File: src/include/bfpt_pkg.sv
package bfpt_pkg;
    // ************************************************************
    // timing
    // ************************************************************
    localparam int          CLK_HZ          = 50_000_000;
    localparam int          CYCLE_MS        = 5;  // program cycle and delay step
    localparam int          CYCLE_CLKS      = CLK_HZ / 1000 * CYCLE_MS;
    localparam int          DLY_W           = 19;
    localparam logic [18:0] DLY_MAX         = 19'h5_7E40;  // 1800.000 s in 5 ms steps
    localparam logic [18:0] RETRIP_DLY_RST  = 19'h0_0014;  // 0.100 s
    localparam logic [18:0] BF_DLY_RST      = 19'h0_0028;  // 0.200 s

    // ************************************************************
    // magnitudes and thresholds
    // ************************************************************
    localparam int          MAG_W           = 16;  // 0.001 x nominal per lsb
    localparam int          PTHR_W          = 12;  // 0.01 x nominal per lsb
    localparam logic [11:0] PTHR_MIN        = 12'h001;
    localparam logic [11:0] PTHR_MAX        = 12'hFA0;    // 40.00
    localparam logic [11:0] PTHR_RST        = 12'h064;    // 1.00
    localparam logic [15:0] RTHR_MIN        = 16'h0005;   // 0.005
    localparam logic [15:0] RTHR_MAX        = 16'h9C40;   // 40.000
    localparam logic [15:0] RTHR_RST        = 16'h04B0;   // 1.200
    localparam logic [7:0]  PTHR_SCALE      = 8'h0A;      // 0.01 to 0.001 units
    localparam logic [7:0]  HYST_NUM        = 8'h61;      // 97 percent
    localparam logic [7:0]  HYST_DEN        = 8'h64;      // 100 percent

    // ************************************************************
    // register map (byte offsets)
    // ************************************************************
    localparam logic [7:0]  OFS_CTRL        = 8'h00;
    localparam logic [7:0]  OFS_PTHR        = 8'h04;
    localparam logic [7:0]  OFS_RTHR        = 8'h08;
    localparam logic [7:0]  OFS_RETRIP_DLY  = 8'h0C;
    localparam logic [7:0]  OFS_BF_DLY      = 8'h10;
    localparam logic [7:0]  OFS_STATUS      = 8'h14;
    localparam logic [7:0]  OFS_ELAPSED     = 8'h18;
    localparam int          CTRL_MODE_LSB   = 0;   // 4 bits
    localparam int          CTRL_RSEL_LSB   = 4;   // 2 bits
    localparam int          CTRL_RETRIP_BIT = 8;
    localparam logic [8:0]  CTRL_RST        = 9'h100;  // current only, no residual, retrip on

    // ************************************************************
    // selections and condition codes
    // ************************************************************
    typedef enum logic [1:0] {
        BFPT_RES_OFF, BFPT_RES_FIRST, BFPT_RES_SECOND, BFPT_RES_COMPUTED
    } bfpt_rsel_e;

    typedef enum logic [3:0] {
        BFPT_M_CUR, BFPT_M_DO, BFPT_M_SIG, BFPT_M_CUR_AND_DO, BFPT_M_CUR_AND_SIG,
        BFPT_M_CUR_OR_SIG, BFPT_M_SIG_AND_DO, BFPT_M_SIG_OR_DO, BFPT_M_CUR_OR_DO,
        BFPT_M_CUR_OR_SIG_OR_DO, BFPT_M_CUR_AND_DO_AND_SIG
    } bfpt_mode_e;

    typedef enum logic [2:0] {
        BFPT_C_NORMAL, BFPT_C_START, BFPT_C_RETRIP, BFPT_C_BF, BFPT_C_ON, BFPT_C_BLOCKED
    } bfpt_cond_e;
endpackage : bfpt_pkg

File: src/logic/bfpt_top.sv
`timescale 1ns/1ps
`default_nettype none
// What this block does
// - one phase threshold, any phase picks up
// - release below 97 percent of threshold
// - compare three phases and residual each cycle
// - residual source select, default disabled
// - operating mode combines current, signals, relay
// - phase threshold 0.01 steps, up to 40.00
// - residual threshold 0.001 steps, default 1.200
// - settings change live without stopping, retrip delay only while retrip on
// - sample block input at cycle start
// - pick-up while unblocked raises start, times
// - pick-up while blocked raises blocked only
// - later block clears start like release
// - both timers run from one pick-up
// - retrip enable gates retrip, default on
// - retrip after retrip delay, default 0.100s
// - failure output after delay, default 0.200s
// - readable condition status with six values
// - current mode resets timers when current drops
// - current and relay mode waits for relay
module bfpt_top #(
    parameter int CYCLE_CLKS_P = bfpt_pkg::CYCLE_CLKS
) (
    input  wire logic                       pclk,
    input  wire logic                       presetn,
    input  wire logic                       psel,
    input  wire logic                       penable,
    input  wire logic                       pwrite,
    input  wire logic [7:0]                 paddr,
    input  wire logic [31:0]                pwdata,
    output logic      [31:0]                prdata,
    output logic                            pready,
    output logic                            pslverr,
    input  wire logic [bfpt_pkg::MAG_W-1:0] phase_a_mag,
    input  wire logic [bfpt_pkg::MAG_W-1:0] phase_b_mag,
    input  wire logic [bfpt_pkg::MAG_W-1:0] phase_c_mag,
    input  wire logic [bfpt_pkg::MAG_W-1:0] first_residual_input,
    input  wire logic [bfpt_pkg::MAG_W-1:0] second_residual_input,
    input  wire logic [bfpt_pkg::MAG_W-1:0] computed_residual,
    input  wire logic                       signal_monitor,
    input  wire logic                       relay_monitor,
    input  wire logic                       block_in,
    output logic                            start_flag,
    output logic                            blocked_flag,
    output logic                            retrip_output,
    output logic                            breaker_failure_output,
    output logic [2:0]                      condition,
    output logic                            cycle_tick
);
    import bfpt_pkg::*;

    // ************************************************************
    // functions
    // ************************************************************
    // threshold compare with fixed 97 percent release point
    function automatic logic over_thr(input logic [MAG_W-1:0] mag,
                                      input logic [MAG_W-1:0] thr,
                                      input logic             held);
        logic [23:0] lhs;
        logic [23:0] rhs;
        lhs = 24'(mag) * 24'(HYST_DEN);
        rhs = 24'(thr) * 24'(HYST_NUM);
        if (held) begin
            over_thr = (lhs >= rhs);
        end else begin
            over_thr = (mag > thr);
        end
    endfunction : over_thr

    // clamp a written value into its legal range
    function automatic logic [31:0] clamp(input logic [31:0] v,
                                          input logic [31:0] lo,
                                          input logic [31:0] hi);
        if (v < lo) begin
            clamp = lo;
        end else if (v > hi) begin
            clamp = hi;
        end else begin
            clamp = v;
        end
    endfunction : clamp

    // delay reached at this tick, counting the tick now being taken
    function automatic logic dly_done(input logic [DLY_W-1:0] el,
                                      input logic [DLY_W-1:0] dly);
        dly_done = ((el + DLY_W'(1)) >= dly);
    endfunction : dly_done

    // ************************************************************
    // registers
    // ************************************************************
    // settings
    logic [3:0]        mode_r;
    logic [1:0]        rsel_r;
    logic              retrip_en_r;
    logic [PTHR_W-1:0] pthr_r;
    logic [MAG_W-1:0]  rthr_r;
    logic [DLY_W-1:0]  retrip_dly_r;
    logic [DLY_W-1:0]  bf_dly_r;
    // program-cycle state
    logic [31:0]       cyc_cnt_r;
    logic [3:0]        phase_pu_r;
    logic              block_smp_r;
    logic              pickup_r;
    logic              cur_pu_r;
    logic [DLY_W-1:0]  elapsed_r;
    // combinational terms
    logic              wr_en;
    logic              rd_setup;
    logic              mapped;
    logic [31:0]       status_word;
    logic [MAG_W-1:0]  pthr_milli;
    logic [MAG_W-1:0]  res_mag;
    logic [3:0]        phase_pu_nxt;
    logic              cur_pu_nxt;
    logic              pickup_nxt;
    logic              start_nxt;
    logic              blocked_nxt;

    // ************************************************************
    // apb slave
    // ************************************************************
    // zero wait states; unmapped addresses answer with an error
    always_comb begin
        mapped = (paddr[1:0] == 2'h0) && (paddr <= OFS_ELAPSED);
        pready = 1'b1;
        pslverr = psel && penable && !mapped;
        wr_en = psel && penable && pwrite && mapped;
        rd_setup = psel && !penable && !pwrite;
    end

    // settings writes, applied while running; retrip delay writes ignored while retrip is off
    always_ff @(posedge pclk or negedge presetn) begin
        if (!presetn) begin
            mode_r       <= CTRL_RST[CTRL_MODE_LSB +: 4];
            rsel_r       <= CTRL_RST[CTRL_RSEL_LSB +: 2];
            retrip_en_r  <= CTRL_RST[CTRL_RETRIP_BIT];
            pthr_r       <= PTHR_RST;
            rthr_r       <= RTHR_RST;
            retrip_dly_r <= RETRIP_DLY_RST;
            bf_dly_r     <= BF_DLY_RST;
        end else if (wr_en) begin
            case (paddr)
                OFS_CTRL: begin
                    mode_r      <= pwdata[CTRL_MODE_LSB +: 4];
                    rsel_r      <= pwdata[CTRL_RSEL_LSB +: 2];
                    retrip_en_r <= pwdata[CTRL_RETRIP_BIT];
                end
                OFS_PTHR: begin
                    pthr_r <= PTHR_W'(clamp(pwdata, 32'(PTHR_MIN), 32'(PTHR_MAX)));
                end
                OFS_RTHR: begin
                    rthr_r <= MAG_W'(clamp(pwdata, 32'(RTHR_MIN), 32'(RTHR_MAX)));
                end
                OFS_RETRIP_DLY: begin
                    if (retrip_en_r) begin
                        retrip_dly_r <= DLY_W'(clamp(pwdata, 32'h0, 32'(DLY_MAX)));
                    end
                end
                OFS_BF_DLY: begin
                    bf_dly_r <= DLY_W'(clamp(pwdata, 32'h0, 32'(DLY_MAX)));
                end
                default: begin
                end
            endcase
        end
    end

    // status word: condition, pick-up and flag bits
    always_comb begin
        status_word = {24'h0, breaker_failure_output, retrip_output, blocked_flag,
                       start_flag, pickup_r, condition};
    end

    // read data captured in the setup phase, held until the next read
    always_ff @(posedge pclk or negedge presetn) begin
        if (!presetn) begin
            prdata <= 32'h0000_0000;
        end else if (rd_setup) begin
            case (paddr)
                OFS_CTRL:       prdata <= {23'h0, retrip_en_r, 2'h0, rsel_r, mode_r};
                OFS_PTHR:       prdata <= 32'(pthr_r);
                OFS_RTHR:       prdata <= 32'(rthr_r);
                OFS_RETRIP_DLY: prdata <= 32'(retrip_dly_r);
                OFS_BF_DLY:     prdata <= 32'(bf_dly_r);
                OFS_STATUS:     prdata <= status_word;
                OFS_ELAPSED:    prdata <= 32'(elapsed_r);
                default:        prdata <= 32'h0000_0000;
            endcase
        end
    end

    // ************************************************************
    // program cycle
    // ************************************************************
    // one pulse every program cycle
    // ticks stand exactly CYCLE_CLKS_P clocks apart
    always_ff @(posedge pclk or negedge presetn) begin
        if (!presetn) begin
            cyc_cnt_r  <= 32'h0000_0000;
            cycle_tick <= 1'b0;
        end else if (cyc_cnt_r >= 32'(CYCLE_CLKS_P - 1)) begin
            cyc_cnt_r  <= 32'h0000_0000;
            cycle_tick <= 1'b1;
        end else begin
            cyc_cnt_r  <= cyc_cnt_r + 32'h0000_0001;
            cycle_tick <= 1'b0;
        end
    end

    // ************************************************************
    // pick-up evaluation
    // ************************************************************
    // current pick-up, residual source and operating mode for this cycle
    always_comb begin
        pthr_milli = MAG_W'(16'(pthr_r) * 16'(PTHR_SCALE));
        case (bfpt_rsel_e'(rsel_r))
            BFPT_RES_FIRST:    res_mag = first_residual_input;
            BFPT_RES_SECOND:   res_mag = second_residual_input;
            BFPT_RES_COMPUTED: res_mag = computed_residual;
            default:           res_mag = '0;
        endcase
        // shared phase threshold, residual has its own
        phase_pu_nxt[0] = over_thr(phase_a_mag, pthr_milli, phase_pu_r[0]);
        phase_pu_nxt[1] = over_thr(phase_b_mag, pthr_milli, phase_pu_r[1]);
        phase_pu_nxt[2] = over_thr(phase_c_mag, pthr_milli, phase_pu_r[2]);
        phase_pu_nxt[3] = (rsel_r != 2'(BFPT_RES_OFF))
                          && over_thr(res_mag, rthr_r, phase_pu_r[3]);
        cur_pu_nxt = |phase_pu_nxt;
        case (bfpt_mode_e'(mode_r))
            BFPT_M_DO:                 pickup_nxt = relay_monitor;
            BFPT_M_SIG:                pickup_nxt = signal_monitor;
            BFPT_M_CUR_AND_DO:         pickup_nxt = cur_pu_nxt && relay_monitor;
            BFPT_M_CUR_AND_SIG:        pickup_nxt = cur_pu_nxt && signal_monitor;
            BFPT_M_CUR_OR_SIG:         pickup_nxt = cur_pu_nxt || signal_monitor;
            BFPT_M_SIG_AND_DO:         pickup_nxt = signal_monitor && relay_monitor;
            BFPT_M_SIG_OR_DO:          pickup_nxt = signal_monitor || relay_monitor;
            BFPT_M_CUR_OR_DO:          pickup_nxt = cur_pu_nxt || relay_monitor;
            BFPT_M_CUR_OR_SIG_OR_DO:   pickup_nxt = cur_pu_nxt || signal_monitor
                                                    || relay_monitor;
            BFPT_M_CUR_AND_DO_AND_SIG: pickup_nxt = cur_pu_nxt && relay_monitor
                                                    && signal_monitor;
            default:                   pickup_nxt = cur_pu_nxt;
        endcase
        // block decision uses block_in as it stands at the tick, or the held blocked flag
        if (!pickup_nxt) begin
            start_nxt   = 1'b0;
            blocked_nxt = 1'b0;
        end else if (block_in || blocked_flag) begin
            start_nxt   = 1'b0;
            blocked_nxt = 1'b1;
        end else begin
            start_nxt   = 1'b1;
            blocked_nxt = 1'b0;
        end
    end

    // block input sampled first in every program cycle
    always_ff @(posedge pclk or negedge presetn) begin
        if (!presetn) begin
            block_smp_r <= 1'b0;
        end else if (cycle_tick) begin
            block_smp_r <= block_in;
        end
    end

    // pick-up and flag state, updated once per program cycle
    always_ff @(posedge pclk or negedge presetn) begin
        if (!presetn) begin
            phase_pu_r   <= 4'h0;
            cur_pu_r     <= 1'b0;
            pickup_r     <= 1'b0;
            start_flag   <= 1'b0;
            blocked_flag <= 1'b0;
        end else if (cycle_tick) begin
            phase_pu_r   <= phase_pu_nxt;
            cur_pu_r     <= cur_pu_nxt;
            pickup_r     <= pickup_nxt;
            start_flag   <= start_nxt;
            blocked_flag <= blocked_nxt;
        end
    end

    // ************************************************************
    // delay timers
    // ************************************************************
    // one elapsed count serves both delays from the same start
    // it saturates at the longest delay so it never wraps
    always_ff @(posedge pclk or negedge presetn) begin
        if (!presetn) begin
            elapsed_r <= '0;
        end else if (cycle_tick) begin
            if (!start_nxt) begin
                elapsed_r <= '0;
            end else if (start_flag && elapsed_r != DLY_MAX) begin
                elapsed_r <= elapsed_r + DLY_W'(1);
            end
        end
    end

    // trip-class outputs held while start persists
    always_ff @(posedge pclk or negedge presetn) begin
        if (!presetn) begin
            retrip_output          <= 1'b0;
            breaker_failure_output <= 1'b0;
        end else if (cycle_tick) begin
            retrip_output          <= start_nxt && start_flag && retrip_en_r
                                      && dly_done(elapsed_r, retrip_dly_r);
            breaker_failure_output <= start_nxt && start_flag
                                      && dly_done(elapsed_r, bf_dly_r);
        end
    end

    // ************************************************************
    // condition status
    // ************************************************************
    // condition follows the flags one clock later
    always_ff @(posedge pclk or negedge presetn) begin
        if (!presetn) begin
            condition <= 3'(BFPT_C_NORMAL);
        end else begin
            if (breaker_failure_output) begin
                condition <= 3'(BFPT_C_BF);
            end else if (retrip_output) begin
                condition <= 3'(BFPT_C_RETRIP);
            end else if (start_flag) begin
                condition <= 3'(BFPT_C_START);
            end else if (blocked_flag) begin
                condition <= 3'(BFPT_C_BLOCKED);
            end else if (cur_pu_r || block_smp_r) begin
                condition <= 3'(BFPT_C_ON);
            end else begin
                condition <= 3'(BFPT_C_NORMAL);
            end
        end
    end
endmodule : bfpt_top
`default_nettype wire

File: config.mk
export PLATFORM = sky130hd
export DESIGN_NAME = bfpt_top
export DESIGN_NICKNAME = d
export VERILOG_FILES = /design/src/include/bfpt_pkg.sv /design/src/logic/bfpt_top.sv
export SDC_FILE = /design/constraint.sdc
export NUM_CORES = 1
export LEC_CHECK = 0
export ABC_AREA = 1
export BUFFER_PORTS_ARGS = -buffer_cell sky130_fd_sc_hd__buf_2
export CAP_MARGIN = 25
export CORE_UTILIZATION = 33
export CTS_CLUSTER_SIZE = 14
export DETAILED_ROUTE_END_ITERATION = 6
export GPL_TIMING_DRIVEN = 0
export PLACE_DENSITY = 0.6
export SLEW_MARGIN = 40
export SYNTH_ARGS = -nofsm -noshare
export SYNTH_HDL_FRONTEND = slang
export SYNTH_SLANG_ARGS = --single-unit
File: constraint.sdc
create_clock -name pclk -period 14.3 [get_ports pclk]
set_input_delay 0 -clock pclk [delete_from_list [all_inputs] [get_ports pclk]]
set_output_delay 0 -clock pclk [all_outputs]
set_load 0.05 [all_outputs]
# After elaboration in Yosys (flattened, before gate mapping)
# Index checks and enable logic that the tools add are counted.
# W data, S select, Z words.
# op_classes
n_addsub	2
n_mul	7
order_cmp	18
eq_ne	21
muxes	26
reduce_logical	36
# ops
cell	count
$pmux W19 S7	1
$ge A23 B23 Y1	4
$mul A16 B5 Y21 const B	4
$mux W19	4
$gt A16 B16 Y1	4
$lt A32 B1 Y1 const B	2
$pmux W16 S3	1
$ge A19 B19 Y1	2
$add A32 B1 Y32 const B	1
$ge A32 B18 Y1 const B	1
$gt A32 B12 Y1 const B	1
$gt A32 B16 Y1 const B	1
$gt A32 B19 Y1 const B	1
$lt A32 B3 Y1 const B	1
$mux W16	2
$mux W32	1
$eq A8 B5 Y1 const B	3
$mux W12	2
$mul A16 B7 Y23 const B	1
$mul A15 B7 Y22 const B	1
$add A19 B1 Y19 const B	1
$ne A19 B19 Y1 const B	1
$logic_and A1 B1 Y1	17
$eq A4 B3 Y1 const B	4
21 further kinds	49
# word_totals
ff_bits	171
in_bits	144
output_inout_bits	42
wordCells	130

# Logic depth before layout (Yosys ltp)
# logic_depth
ltp_word	14
depth_mapped	45
depth_no_buf	44

# Worst setup path before layout
# OpenSTA, ideal clock, no wires.
# synth_path
path_kind	flip-flop to flip-flop
start	register pthr_r[3]
end	register elapsed_r[14]
arrival_ps	6407
required_time_ps	14183
path_slack_ps	7776
path_stages_with_launch	39
n_path_buf	1
path_cell_list	dfrtp_1 -> ha_1 -> ha_1 -> fa_1 -> a21oi_1 -> o21bai_1 -> a21oi_1 -> o21bai_1 -> a21oi_1 -> o21ai_0 -> xor2_1 -> inv_1 -> ha_1 -> ha_1 -> ha_1 -> ha_1 -> ha_1 -> nand2_1 -> (+3 left out) -> xor2_1 -> ha_1 -> a21oi_1 -> a21boi_1 -> nand2_1 -> nand2_1 -> nand2_1 -> nand2_1 -> nand2_2 -> nor2_4 -> nand3_1 -> nand2_1 -> nand3_4 -> nand3_4 -> nor2_8 -> buf_6 -> nand2_1 -> nand2_1
# synth_between
elab_chain_len	11
word_cells_on_any_way	23
classes_between	mul: 2; order compare: 6; eq/ne: 1; mux: 6; reduce/logical: 8
# synth_rtl
element	line	rtl
from (decl)	bfpt_top.sv:98	logic [PTHR_W-1:0] pthr_r;
from (signal assigned)	bfpt_top.sv:152	pthr_r <= PTHR_W'(clamp(pwdata, 32'(PTHR_MIN), 32'(PTHR_MAX)));
$mul A12 B3 Y15 (*)	bfpt_top.sv:218	pthr_milli = MAG_W'(16'(pthr_r) * 16'(PTHR_SCALE));
$mul A15 B7 Y22	bfpt_top.sv:64	rhs = 24'(thr) * 24'(HYST_NUM);
$ge A23 B23 Y1	bfpt_top.sv:66	over_thr = (lhs >= rhs);
$mux W1	bfpt_top.sv:65	if (held) begin
$reduce_or A4 Y1 (*)	bfpt_top.sv:231	cur_pu_nxt = |phase_pu_nxt;
$logic_and A1 B1 Y1 / $logic_or A1 B1 Y1 (equally long branches)	n/a	
$logic_and A1 B1 Y1 / $logic_or A1 B1 Y1 (equally long branches)	bfpt_top.sv:244, bfpt_top.sv:242	
$pmux W1 S10 (*)	bfpt_top.sv:232	case (bfpt_mode_e'(mode_r))
$mux W1 (*)	bfpt_top.sv:248	if (!pickup_nxt) begin
$ne A2 B1 Y1 (no line)	n/a	
$reduce_and A2 Y1 (no line)	n/a	
to (signal assigned)	bfpt_top.sv:298	elapsed_r <= elapsed_r + DLY_W'(1);
to (decl)	bfpt_top.sv:108	logic [DLY_W-1:0] elapsed_r;
# Every way passes the cells marked *; elsewhere a longest branch is shown, timed or not.
# A chain may end at the register's enable or synchronous reset.

# Worst setup path in the final report
# layout_path
start	register pthr_r[0]
end	register elapsed_r[11]
# The elaborated chain is that of the path after synthesis.

==> metrics.cfg <==
[global_routing]
grt_usage = 0.1815
gr-total-overflow = 0
grt_pass1_vias = 19020
grt_max_degree = 72
antenna_found_initial = 2
grt_pass1_wl_um = 98200

[synthesis]
synth_top_area_frac = 0.2998
yosys_most_used_dff = dfrtp_1
synth_edf_count = 0
synthTopCellsByArea = ha_1, dfrtp_1, inv_1
ys_seq_area_frac = 0.1791
yosysUniqueCellTypes = 61
synth_seq_cells = 158
synth_top_area_cell = ha_1
ys_warn_count = 0
syn_area_per_cell_um2 = 7.508
synthCells = 2952
async_flop_share = 1.000
netlist_area_um2 = 22160

[worst_setup_path]
crit_arrival_ns = 8.16
crit_path_end_kind = flip-flop
worstSetupStartpointType = flip-flop
crit_type = flip-flop to flip-flop
cp.required_ns = 14.63
ff2ff_setup_slack_ns = 6.47
cp-endpoint = elapsed_r[11]
reg2reg_to = elapsed_r[11]
worst_path_max_delay_cell = dfrtp_1
slowest_delay_ns = 0.56
worstRegToRegCells = 38
startpoint = pthr_r[0]
path_max_fanout = 10
r2r-start = pthr_r[0]

[timing]
setup_viol_count_final = 0
fin_tns_setup_ns = 0
fmax_mhz = 127.6
finalHoldViolations = 0
fin_hold_ws_ns = 0.1273
post-route-min-period_ns = 7.835
tightest_slew_ns = 0.9333
relSlewSlack = 0.3757
min_period_over_period = 0.5479
clock_skew_ns = 0.01023
grt_setup_unrepaired = no
slew_viol_final = 0

[pwr]
powerDensity_nw_per_um2 = 71.26
p_leak_nw = 14.00
vdd_drop_max_mv = 0.07596

[detailed_routing]
avgViaCountPerCell = 4.878
num_vias = 19840
postRouteAntennaNets = 0
firstDrtPassIters = 7
drt_iter0_drc = 1207
drc = 8
wl_um = 61490
wl_per_cell_um = 15.12

[cells_and_area]
diodes = 0
postLayoutCoreUtil = 0.3802
syn2layout_area_growth_pct = 13.39
fillers = 6987
nNetsFinal = 3926
drive_gt1_frac = 0.08677

[floorplanning]
initial_core_util = 0.3353
core_area_um2 = 66100
dieHeight_um = 261.2
die_w_um = 261.2
design.portCount = 186
rows = 94
die_area_um2 = 68200

[clocking]
clock_latency_ns = 0.44
cts_tree = done
clk_pin_slew_ns = 0.07
postCtsSetupBuffers = 0
hold_buffers = 22
cts_buffers = 17
cts.sinks = 158
cts-root-buf = clkbuf_16
htree_num_levels = 4
clockBufferDepth = 2
cts_resized = 0

[place]
io_buffers = 170
dp_hpwl_um = 53090
finalWeightedCongestion = 0.9015

[min_path]
min_path_type = primary input to asynchronous set/reset pin

[flow_run]
max_cap_viol_count = 0

[run_status]
violations = design-rule violations
outcome = finished, violations left

==> cells in the mapped netlist (4+ instances only) <==
library cell,number
a211oi_1,11
a21o_1,5
a21oi_1,170
a221oi_1,9
a31oi_1,18
buf_4,14
clkbuf_1,25
dfrtp_1,146
dfstp_2,12
fa_1,60
ha_1,531
inv_1,599
nand2_1,570
nand2_2,9
nand3_1,93
nand3_2,5
nand3b_1,6
nand4_1,30
nor2_1,175
nor2_2,8
nor3_1,37
nor3b_1,5
nor4_1,24
o211ai_1,7
o21a_1,6
o21ai_0,136
o21ai_2,4
o21bai_1,22
o221ai_1,6
o22ai_1,44
o31ai_1,10
xnor2_1,30
xor2_1,82
==> kinds of logic after synthesis <==
family | synth area share
flip-flops | 0.1791
AO/OA/AOI/OAI | 0.1222
AND/OR/NAND/NOR | 0.1877
adder cells (fa/ha/maj) | 0.3540
other | 0.0003389
XOR/XNOR | 0.04426
buffers and inverters | 0.1125
==> cells in the final DEF, fill, tap and decap left out, types with 11 or more instances in the layout <==
| master | n |
|---|---|
| buf_2 | 171 |
| dfstp_2 | 12 |
| a21oi_1 | 170 |
| buf_4 | 14 |
| o21ai_0 | 136 |
| conb_1 | 28 |
| ha_1 | 531 |
| nand3_1 | 93 |
| clkbuf_1 | 26 |
| nor3_1 | 36 |
| nor2_1 | 175 |
| fa_1 | 60 |
| a211oi_1 | 11 |
| nand2_1 | 570 |
| nand4_1 | 30 |
| o22ai_1 | 44 |
| a31oi_1 | 18 |
| nor4_1 | 24 |
| xnor2_1 | 30 |
| o21bai_1 | 22 |
| xor2_1 | 80 |
| dfrtp_1 | 146 |
| dlygate4sd3_1 | 21 |
| clkbuf_16 | 17 |
| inv_1 | 599 |
==> layout make-up <==
cell class / instances / area [um2] / area share
multi-input cells: 2174 / 15830 / 0.6299
flip-flops and latches: 158 / 3969 / 0.1579
inverters: 604 / 2267 / 0.09022
repair buffers: 194 / 1131 / 0.04501
well taps: 864 / 1081 / 0.04302
clock buffers: 21 / 470.5 / 0.01872
plain buffers: 42 / 226.5 / 0.009012
clock inverters: 11 / 155.1 / 0.006174
==> state kept, by name, indices dropped and copies added (netlist names), 2 cells and up <==
register and cells:
bf_dly_r 19, condition 3, cyc_cnt_r 32, elapsed_r 19, mode_r 4, phase_pu_r 4
prdata 19, pthr_r 12, retrip_dly_r 19, rsel_r 2, rthr_r 16
==> critical path: cells and delay by family (launching register included) <==
family	cells	cell delay, ns
adder cells (fa/ha/maj)	9	2.66
AO/OA/AOI/OAI	10	1.76
AND/OR/NAND/NOR	15	1.45
XOR/XNOR	2	0.98
flip-flops	1	0.56
buffers and inverters	2	0.30
==> power breakdown <==
group / switching [W] / total [W] / internal [W]
logic: 0.000508 / 0.000829 / 0.000320
registers: 0.0000162 / 0.000478 / 0.000462
clock network: 0.000194 / 0.000484 / 0.000291
total: 0.000718 / 0.00179 / 0.00107
==> how the worst min path moves through the flow <==
stage	from	to	slack, ns	cells past startpoint
2_1_floorplan	presetn	bf_dly_r[0]	-0.30	0
3_3_place_gp	block_in	block_smp_r	0.21	3
3_5_place_dp	presetn	rthr_r[13]	-0.15	1
4_1_cts	presetn	rthr_r[10]	0.12	2
5_1_grt	presetn	rthr_r[10]	0.14	2
6_report	presetn	rthr_r[10]	0.13	2
==> metal layers <==
metal  track usage  vias to the layer above  share of wire  wire (um)
met3       0.01190                       85          0.038       2329
met4       0.04990                        2          0.026       1588
met1        0.2429                     9199           0.46      28550
met2        0.3139                      410           0.47      29010
li1              -                    10150              -          -
met5             0                        -        0.00011          7
==> through the flow <==
| step | setup WS, ns | power, W | area (um2) | instances |
|---|---|---|---|---|
| after floorplan | 7.776 | 0.001098 | 22260 | 2978 |
| after global placement | 6.283 | 0.001299 | 24190 | 4012 |
| after detailed placement | 6.496 | 0.001310 | 24290 | 4014 |
| after CTS | 6.488 | 0.001805 | 25140 | 4068 |
| after global routing | 5.778 | 0.001948 | 25130 | 4068 |
| final | 6.465 | 0.001791 | 25130 | 4068 |
(Power assumes the default switching activity.)
